## config.mk

```make
export PLATFORM = sky130hd
export DESIGN_NAME = lcd_register_file
export DESIGN_NICKNAME = d
export VERILOG_FILES = /design/src/rtl/lcd_regs_pkg.sv /design/src/rtl/row_address_gen.sv /design/src/rtl/lcd_register_file.sv
export VERILOG_INCLUDE_DIRS = /design/src /design/src/rtl
export SDC_FILE = /design/constraint.sdc
export NUM_CORES = 1
export LEC_CHECK = 0
export ABC_AREA = 1
export BUFFER_PORTS_ARGS = -buffer_cell sky130_fd_sc_hd__buf_2
export CORE_ASPECT_RATIO = 1.2
export CORE_UTILIZATION = 60
export DETAILED_ROUTE_END_ITERATION = 8
export GPL_ROUTABILITY_DRIVEN = 0
export GPL_TIMING_DRIVEN = 0
export PLACE_DENSITY = 0.84
export SLEW_MARGIN = 10
export SYNTH_ARGS = -nofsm -noshare
export SYNTH_HDL_FRONTEND = slang
export SYNTH_HIERARCHICAL = 1
export SYNTH_SLANG_ARGS = --single-unit
```

## constraint.sdc

```tcl
create_clock -name mclk_in -period 6.7 [get_ports mclk_in]
set_input_delay 0.335 -clock mclk_in [delete_from_list [all_inputs] [get_ports mclk_in]]
set_output_delay 0.335 -clock mclk_in [all_outputs]
set_load 0.005 [all_outputs]
```

## src/rtl/lcd_regs_consts.svh

```systemverilog
// Register numbers, field positions, reset values and timing counts of the LCD register file.
`ifndef LCD_REGS_CONSTS_SVH
`define LCD_REGS_CONSTS_SVH

// Data register numbers.
`define IDX_HTOTAL 5'h00
`define IDX_HDISP 5'h01
`define IDX_RPR 5'h09
`define IDX_CSTART 5'h0A
`define IDX_CEND 5'h0B
`define IDX_SADDR_HI 5'h0C
`define IDX_SADDR_LO 5'h0D
`define IDX_CADDR_HI 5'h0E
`define IDX_CADDR_LO 5'h0F
`define IDX_VWIDTH 5'h12
`define IDX_VDOTS_HI 5'h13
`define IDX_VDOTS_LO 5'h14
`define IDX_TOPRAST 5'h15
`define IDX_MODE 5'h16

// Field positions.
`define RASTER_MSB 4
`define CMODE_LSB 5
`define CMODE_MSB 6
`define MODE_ATTR 0
`define MODE_BLINK 1
`define MODE_WIDE 2
`define MODE_GRAPHIC 3
`define MODE_ON 4

// Reset values.
`define RST_BYTE 8'h00
`define RST_WORD 16'h0000
`define RST_RASTER 5'h00

// Character widths in dots.
`define DOTS_NARROW 5'h08
`define DOTS_WIDE 5'h10

// Blink period bits of the frame counter: 32 and 64 frames.
`define BLINK32_BIT 4
`define BLINK64_BIT 5

`endif

```

## src/rtl/lcd_regs_pkg.sv

```systemverilog
// Types shared by the LCD register file.
package lcd_regs_pkg;
  typedef logic [4:0] reg_index_t;
  typedef logic [7:0] byte_t;
  typedef enum logic [1:0] {cursor_steady, cursor_off, cursor_blink32, cursor_blink64} cursor_mode_e;
endpackage : lcd_regs_pkg

```

## src/rtl/row_address_gen.sv

```systemverilog
// Row start address generator stepping by the virtual row width.
`timescale 1ns/10ps
`include "lcd_regs_consts.svh"
module row_address_gen (
  // Clock and reset.
  input wire logic mclk_in,
  input wire logic rst_in,
  // Timing strobes from the scan logic.
  input wire logic frame_start_in,
  input wire logic row_next_in,
  // Programmed values.
  input wire logic [15:0] start_addr_in,
  input wire logic [7:0] virtual_width_in,
  // Start address of the current row.
  output logic [15:0] row_addr_out
);

  // A frame restarts at the programmed origin, so a rewrite of the start address moves the page.
  always_ff @(posedge mclk_in or posedge rst_in) begin
    if (rst_in) begin
      row_addr_out <= `RST_WORD;
    end else if (frame_start_in) begin
      row_addr_out <= start_addr_in;
    end else if (row_next_in) begin
      row_addr_out <= 16'(row_addr_out + {8'h00, virtual_width_in});
    end
  end

  chk_row_step: assert property (@(posedge mclk_in) disable iff (rst_in)
    row_next_in && !frame_start_in |=> row_addr_out ==
      16'($past(row_addr_out) + {8'h00, $past(virtual_width_in)}))
    else $error("Row start did not advance by the virtual width.");

  chk_frame_origin: assert property (@(posedge mclk_in) disable iff (rst_in)
    frame_start_in |=> row_addr_out == $past(start_addr_in))
    else $error("Frame did not restart at the start address.");

endmodule : row_address_gen

```

## src/rtl/lcd_register_file.sv

```systemverilog
// Host-programmable register file of the LCD timing controller.
`timescale 1ns/10ps
`include "lcd_regs_consts.svh"
module lcd_register_file (
  // Clock and reset.
  input wire logic mclk_in,
  input wire logic rst_in,
  // Host bus pins, asynchronous to mclk_in.
  input wire logic cs_n_in,
  input wire logic rd_n_in,
  input wire logic wr_n_in,
  input wire logic register_select_in,
  input wire logic [7:0] db_in,
  output logic [7:0] db_out,
  output logic db_oe_out,
  // External mode pins, asynchronous.
  input wire logic display_on_pin_in,
  input wire logic graphic_pin_in,
  input wire logic wide_pin_in,
  input wire logic blink_enable_bit_pin_in,
  input wire logic attribute_pin_in,
  // Scan timing from the display timing logic.
  input wire logic frame_start_in,
  input wire logic row_next_in,
  input wire logic [4:0] raster_in,
  input wire logic [15:0] mem_addr_in,
  // Programmed values for the timing logic.
  output logic [7:0] htotal_out,
  output logic [7:0] hdisp_out,
  output logic [4:0] max_line_in_row_out,
  output logic [15:0] vdots_out,
  output logic [4:0] top_raster_out,
  output logic [15:0] row_addr_out,
  output logic [4:0] char_dots_out,
  // Effective display mode.
  output logic display_on_out,
  output logic graphic_out,
  output logic wide_out,
  output logic blink_enable_bit_out,
  output logic attribute_out,
  // Cursor marker for the current character.
  output logic cursor_display_output
);

  ////////////////////////////////////////////////////////////////////////////////
  // Pin synchronisers.

  logic [8:0] pin_s1_q;
  logic [8:0] pin_s2_q;
  logic [7:0] db_s1_q;
  logic [7:0] db_s2_q;
  logic wr_n_s3_q;
  logic rd_n_s3_q;

  // Bus strobes, select and mode pins all come from outside the clock domain.
  always_ff @(posedge mclk_in or posedge rst_in) begin
    if (rst_in) begin
      pin_s1_q <= 9'h007;
      pin_s2_q <= 9'h007;
      db_s1_q <= `RST_BYTE;
      db_s2_q <= `RST_BYTE;
    end else begin
      // Mode pins sit in the same bit order as the mode register, so the OR needs no shuffle.
      pin_s1_q <= {display_on_pin_in, graphic_pin_in, wide_pin_in, blink_enable_bit_pin_in,
                   attribute_pin_in, register_select_in, rd_n_in, wr_n_in, cs_n_in};
      pin_s2_q <= pin_s1_q;
      db_s1_q <= db_in;
      db_s2_q <= db_s1_q;
    end
  end

  // Third stage keeps the previous strobe level for edge detection.
  always_ff @(posedge mclk_in or posedge rst_in) begin
    if (rst_in) begin
      wr_n_s3_q <= 1'b1;
      rd_n_s3_q <= 1'b1;
    end else begin
      wr_n_s3_q <= pin_s2_q[1];
      rd_n_s3_q <= pin_s2_q[2];
    end
  end

  logic cs_n_s;
  logic rd_n_s;
  logic rs_s;
  logic [4:0] mode_pins_s;
  logic wr_done;
  logic idx_wr;
  logic data_wr;
  logic rd_active;
  assign cs_n_s = pin_s2_q[0];
  assign rd_n_s = pin_s2_q[2];
  assign rs_s = pin_s2_q[3];
  assign mode_pins_s = pin_s2_q[8:4];
  // A write takes effect on the rising edge of the write strobe, when the data is settled.
  assign wr_done = pin_s2_q[1] && !wr_n_s3_q && !cs_n_s;
  assign idx_wr = wr_done && !rs_s;
  assign data_wr = wr_done && rs_s;
  assign rd_active = !rd_n_s && !cs_n_s && rs_s;

  ////////////////////////////////////////////////////////////////////////////////
  // Register decode.

  // Only fourteen numbers map to storage; the legacy timing numbers fall through.
  function automatic logic idx_valid(input lcd_regs_pkg::reg_index_t idx);
    if (idx == `IDX_HTOTAL || idx == `IDX_HDISP) begin
      idx_valid = 1'b1;
    end else if (idx >= `IDX_RPR && idx <= `IDX_CADDR_LO) begin
      idx_valid = 1'b1;
    end else if (idx >= `IDX_VWIDTH && idx <= `IDX_MODE) begin
      idx_valid = 1'b1;
    end else begin
      idx_valid = 1'b0;
    end
  endfunction : idx_valid

  lcd_regs_pkg::reg_index_t index_q;
  logic [6:0] cstart_q;
  logic [4:0] cend_q;
  logic [15:0] saddr_q;
  logic [15:0] caddr_q;
  logic [7:0] vwidth_q;
  logic [4:0] mode_q;

  // Index register: bits above the register number are not stored.
  always_ff @(posedge mclk_in or posedge rst_in) begin
    if (rst_in) begin
      index_q <= `RST_RASTER;
    end else if (idx_wr) begin
      index_q <= db_s2_q[4:0];
    end
  end

  // Data registers; a write through an unknown number changes nothing.
  always_ff @(posedge mclk_in or posedge rst_in) begin
    if (rst_in) begin
      htotal_out <= `RST_BYTE;
      hdisp_out <= `RST_BYTE;
      max_line_in_row_out <= `RST_RASTER;
      cstart_q <= 7'h00;
      cend_q <= `RST_RASTER;
      saddr_q <= `RST_WORD;
      caddr_q <= `RST_WORD;
      vwidth_q <= `RST_BYTE;
      vdots_out <= `RST_WORD;
      top_raster_out <= `RST_RASTER;
      mode_q <= `RST_RASTER;
    end else if (data_wr && idx_valid(index_q)) begin
      if (index_q == `IDX_HTOTAL) begin
        htotal_out <= db_s2_q;
      end else if (index_q == `IDX_HDISP) begin
        hdisp_out <= db_s2_q;
      end else if (index_q == `IDX_RPR) begin
        max_line_in_row_out <= db_s2_q[`RASTER_MSB:0];
      end else if (index_q == `IDX_CSTART) begin
        cstart_q <= db_s2_q[`CMODE_MSB:0];
      end else if (index_q == `IDX_CEND) begin
        cend_q <= db_s2_q[`RASTER_MSB:0];
      end else if (index_q == `IDX_SADDR_HI) begin
        saddr_q[15:8] <= db_s2_q;
      end else if (index_q == `IDX_SADDR_LO) begin
        saddr_q[7:0] <= db_s2_q;
      end else if (index_q == `IDX_CADDR_HI) begin
        caddr_q[15:8] <= db_s2_q;
      end else if (index_q == `IDX_CADDR_LO) begin
        caddr_q[7:0] <= db_s2_q;
      end else if (index_q == `IDX_VWIDTH) begin
        vwidth_q <= db_s2_q;
      end else if (index_q == `IDX_VDOTS_HI) begin
        vdots_out[15:8] <= db_s2_q;
      end else if (index_q == `IDX_VDOTS_LO) begin
        vdots_out[7:0] <= db_s2_q;
      end else if (index_q == `IDX_TOPRAST) begin
        top_raster_out <= db_s2_q[`RASTER_MSB:0];
      end else begin
        mode_q <= db_s2_q[`MODE_ON:0];
      end
    end
  end

  ////////////////////////////////////////////////////////////////////////////////
  // Host reads.

  // Only the cursor address answers; write-only numbers return zero, unknown ones stay off the bus.
  always_ff @(posedge mclk_in or posedge rst_in) begin
    if (rst_in) begin
      db_out <= `RST_BYTE;
      db_oe_out <= 1'b0;
    end else if (rd_active && idx_valid(index_q)) begin
      db_oe_out <= 1'b1;
      if (index_q == `IDX_CADDR_HI) begin
        db_out <= caddr_q[15:8];
      end else if (index_q == `IDX_CADDR_LO) begin
        db_out <= caddr_q[7:0];
      end else begin
        db_out <= `RST_BYTE;
      end
    end else begin
      db_out <= `RST_BYTE;
      db_oe_out <= 1'b0;
    end
  end

  ////////////////////////////////////////////////////////////////////////////////
  // Effective mode and character width.

  logic [4:0] eff_mode;
  assign eff_mode = mode_q | mode_pins_s;

  // Registered so every mode output comes from a flip-flop.
  always_ff @(posedge mclk_in or posedge rst_in) begin
    if (rst_in) begin
      display_on_out <= 1'b0;
      graphic_out <= 1'b0;
      wide_out <= 1'b0;
      blink_enable_bit_out <= 1'b0;
      attribute_out <= 1'b0;
      char_dots_out <= `DOTS_NARROW;
    end else begin
      display_on_out <= eff_mode[`MODE_ON];
      graphic_out <= eff_mode[`MODE_GRAPHIC];
      wide_out <= eff_mode[`MODE_WIDE];
      blink_enable_bit_out <= eff_mode[`MODE_BLINK];
      attribute_out <= eff_mode[`MODE_ATTR];
      // Wide and graphic characters use sixteen dots per character cell.
      if (eff_mode[`MODE_WIDE] || eff_mode[`MODE_GRAPHIC]) begin
        char_dots_out <= `DOTS_WIDE;
      end else begin
        char_dots_out <= `DOTS_NARROW;
      end
    end
  end

  ////////////////////////////////////////////////////////////////////////////////
  // Cursor.

  logic [5:0] frame_cnt_q;
  lcd_regs_pkg::cursor_mode_e cmode;
  logic cursor_visible;
  assign cmode = lcd_regs_pkg::cursor_mode_e'(cstart_q[`CMODE_MSB:`CMODE_LSB]);

  // Frame counter for the blink phases; it free-runs, so the phase is not tied to writes.
  always_ff @(posedge mclk_in or posedge rst_in) begin
    if (rst_in) begin
      frame_cnt_q <= 6'h00;
    end else if (frame_start_in) begin
      frame_cnt_q <= 6'(frame_cnt_q + 6'h01);
    end
  end

  always_comb begin
    case (cmode)
      lcd_regs_pkg::cursor_steady: cursor_visible = 1'b1;
      lcd_regs_pkg::cursor_off: cursor_visible = 1'b0;
      lcd_regs_pkg::cursor_blink32: cursor_visible = !frame_cnt_q[`BLINK32_BIT];
      default: cursor_visible = !frame_cnt_q[`BLINK64_BIT];
    endcase
  end

  // Marker for the character at the cursor address on rasters between start and end.
  always_ff @(posedge mclk_in or posedge rst_in) begin
    if (rst_in) begin
      cursor_display_output <= 1'b0;
    end else begin
      cursor_display_output <= cursor_visible && mem_addr_in == caddr_q
        && raster_in >= cstart_q[`RASTER_MSB:0] && raster_in <= cend_q;
    end
  end

  ////////////////////////////////////////////////////////////////////////////////
  // Row addressing.

  row_address_gen u_row_gen (
    .mclk_in(mclk_in),
    .rst_in(rst_in),
    .frame_start_in(frame_start_in),
    .row_next_in(row_next_in),
    .start_addr_in(saddr_q),
    .virtual_width_in(vwidth_q),
    .row_addr_out(row_addr_out)
  );

  ////////////////////////////////////////////////////////////////////////////////
  // Checks.

  chk_index_load: assert property (@(posedge mclk_in) disable iff (rst_in)
    idx_wr |=> index_q == $past(db_s2_q[4:0]))
    else $error("Index not loaded by select-low write.");

  chk_invalid_write: assert property (@(posedge mclk_in) disable iff (rst_in)
    data_wr && !idx_valid(index_q) |=> $stable({htotal_out, hdisp_out, saddr_q, caddr_q,
      vdots_out, mode_q, cstart_q, cend_q, vwidth_q, top_raster_out, max_line_in_row_out}))
    else $error("Write through an invalid number changed a register.");

  chk_total_write: assert property (@(posedge mclk_in) disable iff (rst_in)
    data_wr && index_q == `IDX_HTOTAL |=> htotal_out == $past(db_s2_q))
    else $error("Horizontal total not written.");

  chk_row_height: assert property (@(posedge mclk_in) disable iff (rst_in)
    data_wr && index_q == `IDX_RPR |=> max_line_in_row_out == $past(db_s2_q[4:0]))
    else $error("Row height field not written.");

  chk_cursor_off: assert property (@(posedge mclk_in) disable iff (rst_in)
    cmode == lcd_regs_pkg::cursor_off |=> !cursor_display_output)
    else $error("Cursor shown while switched off.");

  chk_cursor_read: assert property (@(posedge mclk_in) disable iff (rst_in)
    rd_active && index_q == `IDX_CADDR_LO |=> db_oe_out && db_out == $past(caddr_q[7:0]))
    else $error("Cursor address low byte not returned.");

  chk_unknown_read: assert property (@(posedge mclk_in) disable iff (rst_in)
    rd_active && !idx_valid(index_q) |=> !db_oe_out)
    else $error("Read through an invalid number drove the bus.");

  chk_wo_read: assert property (@(posedge mclk_in) disable iff (rst_in)
    rd_active && index_q == `IDX_HTOTAL |=> db_oe_out && db_out == `RST_BYTE)
    else $error("Write-only register leaked its value.");

  chk_mode_or: assert property (@(posedge mclk_in) disable iff (rst_in)
    ##1 {display_on_out, graphic_out, wide_out, blink_enable_bit_out, attribute_out}
      == ($past(mode_q) | $past(mode_pins_s)))
    else $error("Effective mode is not the OR of register and pins.");

  cov_index_then_data: cover property (@(posedge mclk_in) disable iff (rst_in)
    idx_wr ##[1:50] data_wr);
  cov_cursor_read: cover property (@(posedge mclk_in) disable iff (rst_in)
    rd_active && index_q == `IDX_CADDR_HI);
  cov_cursor_hit: cover property (@(posedge mclk_in) disable iff (rst_in)
    cursor_display_output);

endmodule : lcd_register_file

```

Word level (Yosys, flattened, before mapping)
Index checks and enable logic that the tools add are counted.
{ "totals": {"inputBits": 42, "regBits": 181, "elab_cells": 117, "out_inout_bits": 78} }
{ "op_classes": {"n_eq_ne": 15, "n_reduce_logical": 38, "magnitude_cmp": 6, "muxes": 11, "addsub": 2, "bitwise": 14} }
{ "ops": {"columns": ["op", "count"], "rows": [
  ["$eq A5 B4 Y1 const B", 7],
  ["$mux W16", 2],
  ["$reduce_and A14 Y1", 2],
  ["$mux W8", 3],
  ["$eq A5 B5 Y1 const B", 4],
  ["$add A16 B8 Y16", 1],
  ["$eq A16 B16 Y1", 1],
  ["$logic_and A1 B1 Y1", 13],
  ["$not A1 Y1", 13],
  ["$reduce_and A13 Y1", 1],
  ["$reduce_and A12 Y1", 1],
  ["$reduce_and A11 Y1", 1],
  ["$reduce_and A10 Y1", 1],
  ["$reduce_and A9 Y1", 1],
  ["$reduce_and A8 Y1", 1],
  ["$reduce_and A7 Y1", 1],
  ["$add A6 B1 Y6 const B", 1],
  ["$logic_not A1 Y1", 6],
  ["$reduce_and A6 Y1", 1],
  ["$eq A5 B1 Y1 const B", 1],
  ["$ge A5 B4 Y1 const B", 1],
  ["$ge A5 B5 Y1", 1],
  ["$ge A5 B5 Y1 const B", 1],
  ["$le A5 B4 Y1 const B", 1],
  ["16 further kinds", 20]
]} }

Longest topological paths before layout
Gate-level depths: netlist of run 1.
{ "depth": {"depth_word": 7, "mapped_depth": 12, "mapped_depth_nobuf": 11} }

By module
Netlist of run 1, hierarchy kept.
{ "modules_own_cells": {"columns": ["mod", "area_each_um2", "seq_area_each_um2", "instances", "cells_each"], "rows": [
  ["lcd_register_file", 6526.3, 4063.9, 1, 661],
  ["row_address_gen", 1317.5, 400.4, 1, 196]
]} }

Worst setup path before layout of run 1
No wires, ideal clock.
{ "synth_path": {"kind": "register -> register", "startpoint": "reg u_row_gen.row_addr_out[0]", "endpoint": "reg u_row_gen.row_addr_out[10]", "n_path_buf": 0, "arrival_time_ns": 1.540, "slack_ns": 5.039, "stages_incl_launch_ff": 11, "setup_ns": 0.121, "t_required_ns": 6.579, "synth_period_minus_slack_ns": 1.661, "path_cell_list": "dfrtp_1 -> ha_1 -> fa_1 -> nand2_1 -> nand2_1 -> nand3b_1 -> nand2_1 -> nand2_1 -> nand3_1 -> nand3_1 -> nand2_1"} }
{ "synth_via": {"elab_chain_cells": 3} }
{ "synth_rtl": {"columns": ["element", "line", "source"], "rows": [
  ["from (decl)", "row_address_gen.sv:15", "output logic [15:0] row_addr_out"],
  ["from (signal assigned)", "row_address_gen.sv:21", "row_addr_out <= `RST_WORD;"],
  ["from (signal assigned)", "row_address_gen.sv:23", "row_addr_out <= start_addr_in;"],
  ["from (signal assigned)", "row_address_gen.sv:25", "row_addr_out <= 16'(row_addr_out + {8'h00, virtual_width_in});"],
  ["$add A16 B8 Y16", "row_address_gen.sv:25", null],
  ["$mux W16", "row_address_gen.sv:24", "end else if (row_next_in) begin"],
  ["$mux W16", "row_address_gen.sv:22", "end else if (frame_start_in) begin"]
]} }
No other way between the ends. The select of a mux whose other input is x is not followed.
A chain may end at the register's enable or synchronous reset.

Worst setup path after layout of run 1
{ "layout_path": {"startpoint": "reg index_q[3]", "endpoint": "reg caddr_q[3]"} }
{ "layout_via": {"elab_chain_cells": 7, "word_cells_on_any_way": 29, "cone_classes": "order compare: 4; eq/ne: 8; mux: 3; bitwise: 8; reduce/logical: 6"} }
{ "layout_rtl": {"columns": ["element", "line", "source"], "rows": [
  ["from (decl)", "lcd_register_file.sv:117", "lcd_regs_pkg::reg_index_t index_q;"],
  ["from (signal assigned)", "lcd_register_file.sv:128", "index_q <= `RST_RASTER;"],
  ["from (signal assigned)", "lcd_register_file.sv:130", "index_q <= db_s2_q[4:0];"],
  ["$ge A5 B5 Y1 (no line) / $le A5 B5 Y1 (equally long branches)", null, null],
  ["$logic_and A1 B1 Y1 (no line)", null, null],
  ["$mux W1", "lcd_register_file.sv:110", "end else if (idx >= `IDX_VWIDTH && idx <= `IDX_MODE) begin"],
  ["$mux W1", "lcd_register_file.sv:108", "end else if (idx >= `IDX_RPR && idx <= `IDX_CADDR_LO) begin"],
  ["$mux W1", "lcd_register_file.sv:106", "if (idx == `IDX_HTOTAL || idx == `IDX_HDISP) begin"],
  ["$logic_and A1 B1 Y1", "lcd_register_file.sv:148", "end else if (data_wr && idx_valid(index_q)) begin"],
  ["$reduce_and A10 Y1 (no line) *", null, null],
  ["to (signal assigned)", "lcd_register_file.sv:143", "caddr_q <= `RST_WORD;"],
  ["to (signal assigned)", "lcd_register_file.sv:166", "caddr_q[7:0] <= db_s2_q;"],
  ["to (decl)", "lcd_register_file.sv:121", "logic [15:0] caddr_q;"]
]} }
Every way passes the cells marked *; elsewhere a longest branch is shown, timed or not.

==> impl_metrics.py, run 1 <==
metrics = {
    "drt": {
        "detailedRoute.firstPassIterationCount": 5,
        "route.final.wire_length_mm": 18.92,
        "drtIter0Drc": 483,
        "total_vias_in_the_final_route": 6529,
        "antenna_violating_nets_post_route": 0,
        "route.detailed.wl_per_inst_um": 16.15,
        "route.detailed.vias_per_inst": 5.576,
        "drcViolationCount": 0,
    },
    "clocking": {
        "clock_latency_ns": 0.42,
        "ctsRootBufferMaster": "sky130_fd_sc_hd__clkbuf_16",
        "cts.htree.levels": 4,
        "cts_setup_buffers": 0,
        "clkSinkCount": 178,
        "tritoncts": "done",
        "cts-buffers-inserted": 17,
        "clkTransAtPathRegs_ns": 0.06,
        "cts_buffer_depth": 2,
    },
    "min_path": {
        "hold_removal_path_class": "input port to flip-flop",
    },
    "sta": {
        "final.setup.tns_ns": 0,
        "post-route-period-util": 0.3070,
        "rsz_0062_raised_after_global_routing": "false",
        "slew_violations": 0,
        "max_slew.worst_pin.slew_ns": 0.6848,
        "post-route-min-period_ns": 2.057,
        "report.final.hold_viol_count": 0,
        "maxSlewHeadroom": 0.5430,
        "finalClockSkew_ns": 0.006222,
        "setup_viol_count_final": 0,
        "fmax_mhz": 486.2,
    },
    "power": {
        "pwr-share-comb": 0.132,
        "p_leak_uw": 0.004902,
        "ir_worst_vdd_mv": 0.2054,
        "power_density_nw_per_um2": 279.0,
        "power_frac_seq": 0.484,
        "cell_internal_pwr_uw": 1910,
        "switching_power_uw": 674.7,
        "netSwitchingFraction": 0.2610,
        "power_frac_clock": 0.385,
    },
    "die": {
        "chipWidth_um": 106.4,
        "floorplan.die_area_um2": 13540,
        "start_util": 0.6164,
        "fp.dieH_um": 127.3,
        "placementRows": 45,
        "core_area_um2": 12720,
        "ios": 120,
    },
    "cells_and_area": {
        "area.growth.synth_to_final_pct": 18.14,
        "final_nets": 1058,
        "fin_util": 0.7282,
        "seqCellArea_um2": 4464,
        "drive_above_1_share": 0.2056,
        "layout_commonest_cell": "sky130_fd_sc_hd__nand2_1",
        "antenna-diode-count": 0,
        "final.fill_count": 978,
        "commonest_cells_after_routing_fill_and_taps_aside": "254 x sky130_fd_sc_hd__nand2_1, 170 x sky130_fd_sc_hd__dfrtp_1, 124 x sky130_fd_sc_hd__buf_2, 73 x sky130_fd_sc_hd__inv_1, 73 x sky130_fd_sc_hd__o21ai_0",
        "multi_input_area_um2": 2949,
    },
    "grt": {
        "first_global_vias": 6365,
        "grt_max_degree": 88,
        "combined_global_route_utilization_of_all_metal_layers": 0.2978,
        "globalRoute.totalOverflow": 0,
        "antenna_violations_before_repair": 0,
        "grt_pass1_wl_mm": 30.99,
    },
    "synth": {
        "ys_warn_count": 6,
        "seq_area_frac_synth": 0.5691,
        "postSynthCellCount": 857,
        "synth_enable_flop_cells": 0,
        "synth_largest_area_cell": "sky130_fd_sc_hd__dfrtp_1",
        "dominantRegCellSynth": "sky130_fd_sc_hd__dfrtp_1",
        "netlist.area_leader.share": 0.5424,
        "synth-async-reset-ratio": 1.000,
        "synth_area_um2": 7844,
        "postSynthRegisterBits": 178,
        "post_synth.cell_area_avg_um2": 9.153,
        "synth.top_cells.by_area": "sky130_fd_sc_hd__dfrtp_1 54%, sky130_fd_sc_hd__nand2_1 12%, sky130_fd_sc_hd__o21ai_0 4.7%",
        "netlist-cell-type-count": 39,
    },
    "place": {
        "portBuffers": 116,
        "sum_of_net_half_perimeters_after_detailed_placement_mm": 12.91,
    },
    "critical_path": {
        "worst_path_max_delay_cell": "sky130_fd_sc_hd__o211ai_1",
        "timing_worst_setup_path_type": "flip-flop to flip-flop",
        "crit_fanout": 10,
        "critical_path_arrival_ns": 2.35,
        "critical_path_sink_type": "flip-flop",
        "crit_required_ns": 6.99,
        "path_cells": "inv_2 -> o211ai_1 -> nand4_2 -> clkbuf_1 -> o21ai_0 -> nand2_1",
        "setup.worst_path.start_class": "flip-flop",
        "max_stage_delay_ns": 0.48,
    },
    "flow_run": {
        "total_of_max_cap_violations": 0,
    },
    "run_status": {
        "outcome": "complete, no violations",
    },
}
==> timing repair <==
action,4_1_cts,5_1_grt
hold buffers,1,0
hold endpoints to repair,6,0
gates resized for setup,0,0
==> power groups by stage <==
stage,clock (uW),sequential [uW],combinational [uW]
final,994,1250,341
after global routing,1050,1260,378
after CTS,998,1250,343
after detailed placement,0,1260,337
after global placement,0,1260,320
after floorplan,0,1260,205
==> stage by stage <==
| step | total power [uW] | worst slack [ns] | hold WS [ns] | instances | cell area (um^2) |
|---|---|---|---|---|---|
| after floorplan | 1462 | 2.002 | 0.2487 | 859 | 7851 |
| after global placement | 1581 | 0.4264 | 0.3319 | 1139 | 8637 |
| after detailed placement | 1601 | 4.803 | 0.3347 | 1140 | 8672 |
| after CTS | 2590 | 4.720 | 0.004055 | 1171 | 9266 |
| after global routing | 2691 | 4.578 | 0.001361 | 1171 | 9266 |
| final | 2585 | 4.643 | 0.01146 | 1171 | 9266 |
==> routing by layer <==
layer	up-vias	routed length [um]	GRT usage
li1	3043	-	-
met1	3207	7507	0.3688
met2	235	9960	0.5149
met3	44	942	0.05102
met4	0	505	0.1283
met5	-	0	0
==> synthesized netlist by cell type, drive strengths merged, types with 3 or more instances <==
cell	n
clkbuf	5
nand4	10
o21a	9
nand3b	3
nand3	57
xor2	8
nor3	9
o21ai	91
nand2	261
or2	10
o211ai	3
nor2	50
a21oi	21
xnor2	9
dfstp	8
a22oi	13
ha	19
dfrtp	170
inv	78
buf	18
==> final timing paths <==
path | from | to | slack [ns] | cells past startpoint
worst max-delay path | index_q[3] | caddr_q[3] | 4.64 | 6
worst min-delay path | wr_n_in | pin_s1_q[1] | 0.01 | 1
max in group asynchronous | rst_in | pin_s2_q[2] | 5.39 | 4
worst max register to register | index_q[3] | caddr_q[3] | 4.64 | 6
worst min register to register | pin_s1_q[8] | pin_s2_q[8] | 0.35 | 0
min in group asynchronous | rst_in | hdisp_out[3] | 0.52 | 3
==> layout make-up <==
class	count	area share
Clock inverter	9	0.01445
Buffer	23	0.01566
Timing Repair Buffer	118	0.06670
Tap cell	164	0.02214
Clock buffer	21	0.04861
Inverter	78	0.03241
Sequential cell	178	0.4818
Multi-Input combinational cell	580	0.3183
==> logic make-up (layout without fill, tap and decap cells) <==
kind of cell               Yosys count  after routing  synth area share
DFF                                178            178            0.5691
and+or+nand+nor                    402            402            0.2257
adders and majority gates           20             20           0.03286
xor gates and xnor gates            17             17           0.01898
buffers and inverters              101            249           0.05583
AOI/OAI and AO/OA                  138            138           0.09699
other                                1              3         0.0004781
==> sequential cells by signal, summed over array words and instances, names as in the netlist, 8 cells and up <==
name and count:
htotal_out 8, caddr_q 16, hdisp_out 8, vdots_out 16, pin_s1_q 9, vwidth_q 8
saddr_q 16, db_out 8, u_row_gen/row_addr_out 16, db_s1_q 8, pin_s2_q 9, db_s2_q 8
==> critical path, delay by kind of cell (launching register included) <==
kind	cells	cell delay (ns)
DFF	1	0.45
and+or+nand+nor	2	0.38
buffers and inverters	2	0.37
AOI/OAI and AO/OA	2	0.73
(Power assumes the default switching activity.)
==> run 2: changes to the inputs <==
- ABC_AREA: 1 -> 0
- CORE_UTILIZATION: 60 -> 56
- PLACE_DENSITY: 0.84 -> 0.79
- clock period: 6.7 -> 1.9 ns (I/O delays scaled with it)
==> run 2 against run 1 <==
Net effect: non-clock buffer count rose by 23; clock skew rose by 0.0027 ns; global-route usage fell by 3.5 points; power rose to 3.7 times the previous value; die area rose by 3.6%; the run now ends with negative setup slack left; first-iteration DRC count fell by 30%; core utilization fell by 1.8 points.
==> impl_metrics.py, run 2 <==
metrics = {
    "drt": {
        "route.final.wire_length_mm": 17.02,
        "total_vias_in_the_final_route": 5180,
        "drcViolationCount": 0,
        "route.detailed.wl_per_inst_um": 18.67,
        "detailedRoute.firstPassIterationCount": 5,
        "route.detailed.vias_per_inst": 5.680,
        "antenna_violating_nets_post_route": 0,
        "drtIter0Drc": 336,
    },
    "cells_and_area": {
        "seqCellArea_um2": 4464,
        "post_layout_nonfiller_instances": 912,
        "drive_above_1_share": 0.4247,
        "multi_input_area_um2": 3050,
        "commonest_cells_after_routing_fill_and_taps_aside": "170 x sky130_fd_sc_hd__dfrtp_1, 119 x sky130_fd_sc_hd__buf_2, 105 x sky130_fd_sc_hd__mux2_2, 22 x sky130_fd_sc_hd__nor2_1, 21 x sky130_fd_sc_hd__xor2_1",
        "layout_commonest_cell": "sky130_fd_sc_hd__dfrtp_1",
        "area.growth.synth_to_final_pct": 24.00,
        "antenna-diode-count": 0,
        "final.fill_count": 913,
        "finalInstanceArea_um2": 9407,
        "final_nets": 793,
    },
    "sta": {
        "rsz_0062_raised_after_global_routing": "true",
        "report.final.hold_viol_count": 0,
        "slew_violations": 0,
        "max_slew.worst_pin.slew_ns": 0.6876,
        "finalClockSkew_ns": 0.008958,
        "setup_viol_count_final": 22,
        "post-route-min-period_ns": 2.035,
        "post-route-period-util": 1.071,
        "final.setup.worst_slack_ns": -0.1355,
        "fmax_mhz": 491.3,
        "maxSlewHeadroom": 0.5411,
    },
    "synth": {
        "synth_largest_area_cell": "sky130_fd_sc_hd__dfrtp_1",
        "synth.cells.most_frequent": "170 x sky130_fd_sc_hd__dfrtp_1, 105 x sky130_fd_sc_hd__mux2_2, 23 x sky130_fd_sc_hd__nor2_1",
        "post_synth.cell_area_avg_um2": 13.43,
        "postSynthRegisterBits": 178,
        "synth_area_um2": 7586,
        "netlist-cell-type-count": 66,
        "ys_warn_count": 6,
        "netlist.area_leader.share": 0.5608,
        "synth.top_cells.by_area": "sky130_fd_sc_hd__dfrtp_1 56%, sky130_fd_sc_hd__mux2_2 16%, sky130_fd_sc_hd__ha_1 3.1%",
        "seq_area_frac_synth": 0.5885,
        "dominantRegCellSynth": "sky130_fd_sc_hd__dfrtp_1",
        "postSynthCellCount": 565,
        "synth_enable_flop_cells": 0,
        "synth-async-reset-ratio": 1.000,
        "yosys.cell_count.top_type": "sky130_fd_sc_hd__dfrtp_1",
    },
    "grt": {
        "first_global_vias": 5288,
        "globalRoute.totalOverflow": 0,
        "grt_max_degree": 43,
        "antenna_violations_before_repair": 0,
        "grt_pass1_wl_mm": 27.53,
        "combined_global_route_utilization_of_all_metal_layers": 0.2631,
    },
    "critical_path": {
        "critical_path_sink_type": "flip-flop",
        "setup.worst_path.start_class": "flip-flop",
        "crit_fanout": 8,
        "max_stage_delay_ns": 0.54,
        "crit_required_ns": 2.22,
        "critical_path_arrival_ns": 2.35,
        "timing_worst_setup_path_type": "flip-flop to flip-flop",
        "path_cells": "and4bb_2 -> nand3b_1 -> nor2_2 -> mux2_2",
        "worst_path_max_delay_cell": "sky130_fd_sc_hd__dfstp_2",
    },
    "die": {
        "ios": 120,
        "floorplan.die_area_um2": 14020,
        "start_util": 0.5731,
        "chipWidth_um": 108.3,
        "fp.dieH_um": 129.5,
        "core_area_um2": 13240,
        "placementRows": 46,
    },
    "clocking": {
        "tritoncts": "done",
        "cts_buffer_depth": 2,
        "cts.htree.levels": 4,
        "ctsRootBufferMaster": "sky130_fd_sc_hd__clkbuf_16",
        "clock_latency_ns": 0.43,
        "cts-buffers-inserted": 17,
        "clkTransAtPathRegs_ns": 0.07,
        "clkSinkCount": 178,
    },
    "place": {
        "portBuffers": 116,
        "post_dp_cell_area_um2": 8473,
        "sum_of_net_half_perimeters_after_detailed_placement_mm": 11.80,
        "place_ws_ns": -0.1222,
        "placed_cells": 855,
    },
    "run_status": {
        "violated_checks": "negative setup slack",
        "outcome": "finished, violations left",
    },
    "min_path": {
        "hold_removal_path_class": "input port to async pin",
    },
    "flow_run": {
        "total_of_max_cap_violations": 0,
    },
    "power": {
        "ir_worst_vdd_mv": 0.7537,
        "p_leak_uw": 0.004653,
        "power_density_nw_per_um2": 1021,
    },
}
## run 2: cell families (layout without fill, tap and decap cells)
family                   count (synthesis)  count (layout)  synth area share
multiplexers                           115             115            0.1691
XOR/XNOR                                26              26           0.03002
AO/OA/AOI/OAI                           72              72           0.06581
AND/OR/NAND/NOR                        119             119           0.09121
adder cells (fa/ha/maj)                 20              20           0.03398
flip-flops                             178             178            0.5885
buffers and inverters                   34             211           0.02095
other                                    1               3         0.0004943
## run 2: worst paths after layout
kind	from	end	slack [ns]	depth (start not counted)
worst min register to register	db_s1_q[5]	db_s2_q[5]	0.35	0
worst max register to register	pin_s2_q[1]	vdots_out[3]	-0.14	4
max in group asynchronous	rst_in	char_dots_out[3]	0.78	6
worst max-delay path	pin_s2_q[1]	vdots_out[3]	-0.14	4
min in group mclk_in	row_next_in	u_row_gen/row_addr_out[9]	0.10	4
worst min-delay path	rst_in	saddr_q[2]	0.09	3
## run 2: critical path: cells and delay by family, from the launching register on
family | cells | cell delay, ns
and+or+nand+nor | 3 | 0.97
muxes | 1 | 0.40
DFF | 1 | 0.54
## run 2: area by class of cell
| type | instances | share of cell area |
|---|---|---|
| inverter | 15 | 0.006385 |
| timing repair buffer | 145 | 0.09790 |
| sequential | 178 | 0.4746 |
| clock inverter | 13 | 0.01623 |
| multi-input combinational | 355 | 0.3243 |
| clock buffer | 19 | 0.04709 |
| tap | 168 | 0.02235 |
| buffer | 19 | 0.01117 |
## run 2: what timing repair did
action | 4_1_cts | 5_1_grt
setup endpoints to repair | 30 | 81
gates resized for setup | 5 | 13
pin swaps | 5 | 4
hold buffers | 19 | 0
cloned | 0 | 0
endpoints found under the hold margin | 76 | 0
setup buffers | 2 | 4
## run 2: per-stage QoR
stage / TNS (ns) / hold slack (ns) / total power, uW / util
finish: -1.724 / 0.08773 / 9606 / 0.7106
global route: -4.043 / 0.09420 / 10050 / 0.7106
CTS: -0.5933 / 0.08147 / 9642 / 0.7023
detailed placement: -0.7451 / -0.008545 / 6101 / 0.6401
global placement: -155.06 / 0.2001 / 5967 / 0.6340
floorplan: -37.77 / 0.008739 / 5494 / -
## run 2: per-layer routing
layer / part of all wire / up-vias / track usage / routed length (um)
met5: 0 / - / 0 / 0
li1: - / 2337 / - / -
met1: 0.39 / 2642 / 0.3197 / 6700
met3: 0.037 / 37 / 0.04225 / 635
met2: 0.55 / 164 / 0.4672 / 9293
met4: 0.023 / 0 / 0.1049 / 394
## run 2: report_power, final
| part | switching, uW | internal, uW |
|---|---|---|
| Sequential | 404 | 4260 |
| Combinational | 703 | 760 |
| Clock | 1490 | 1990 |
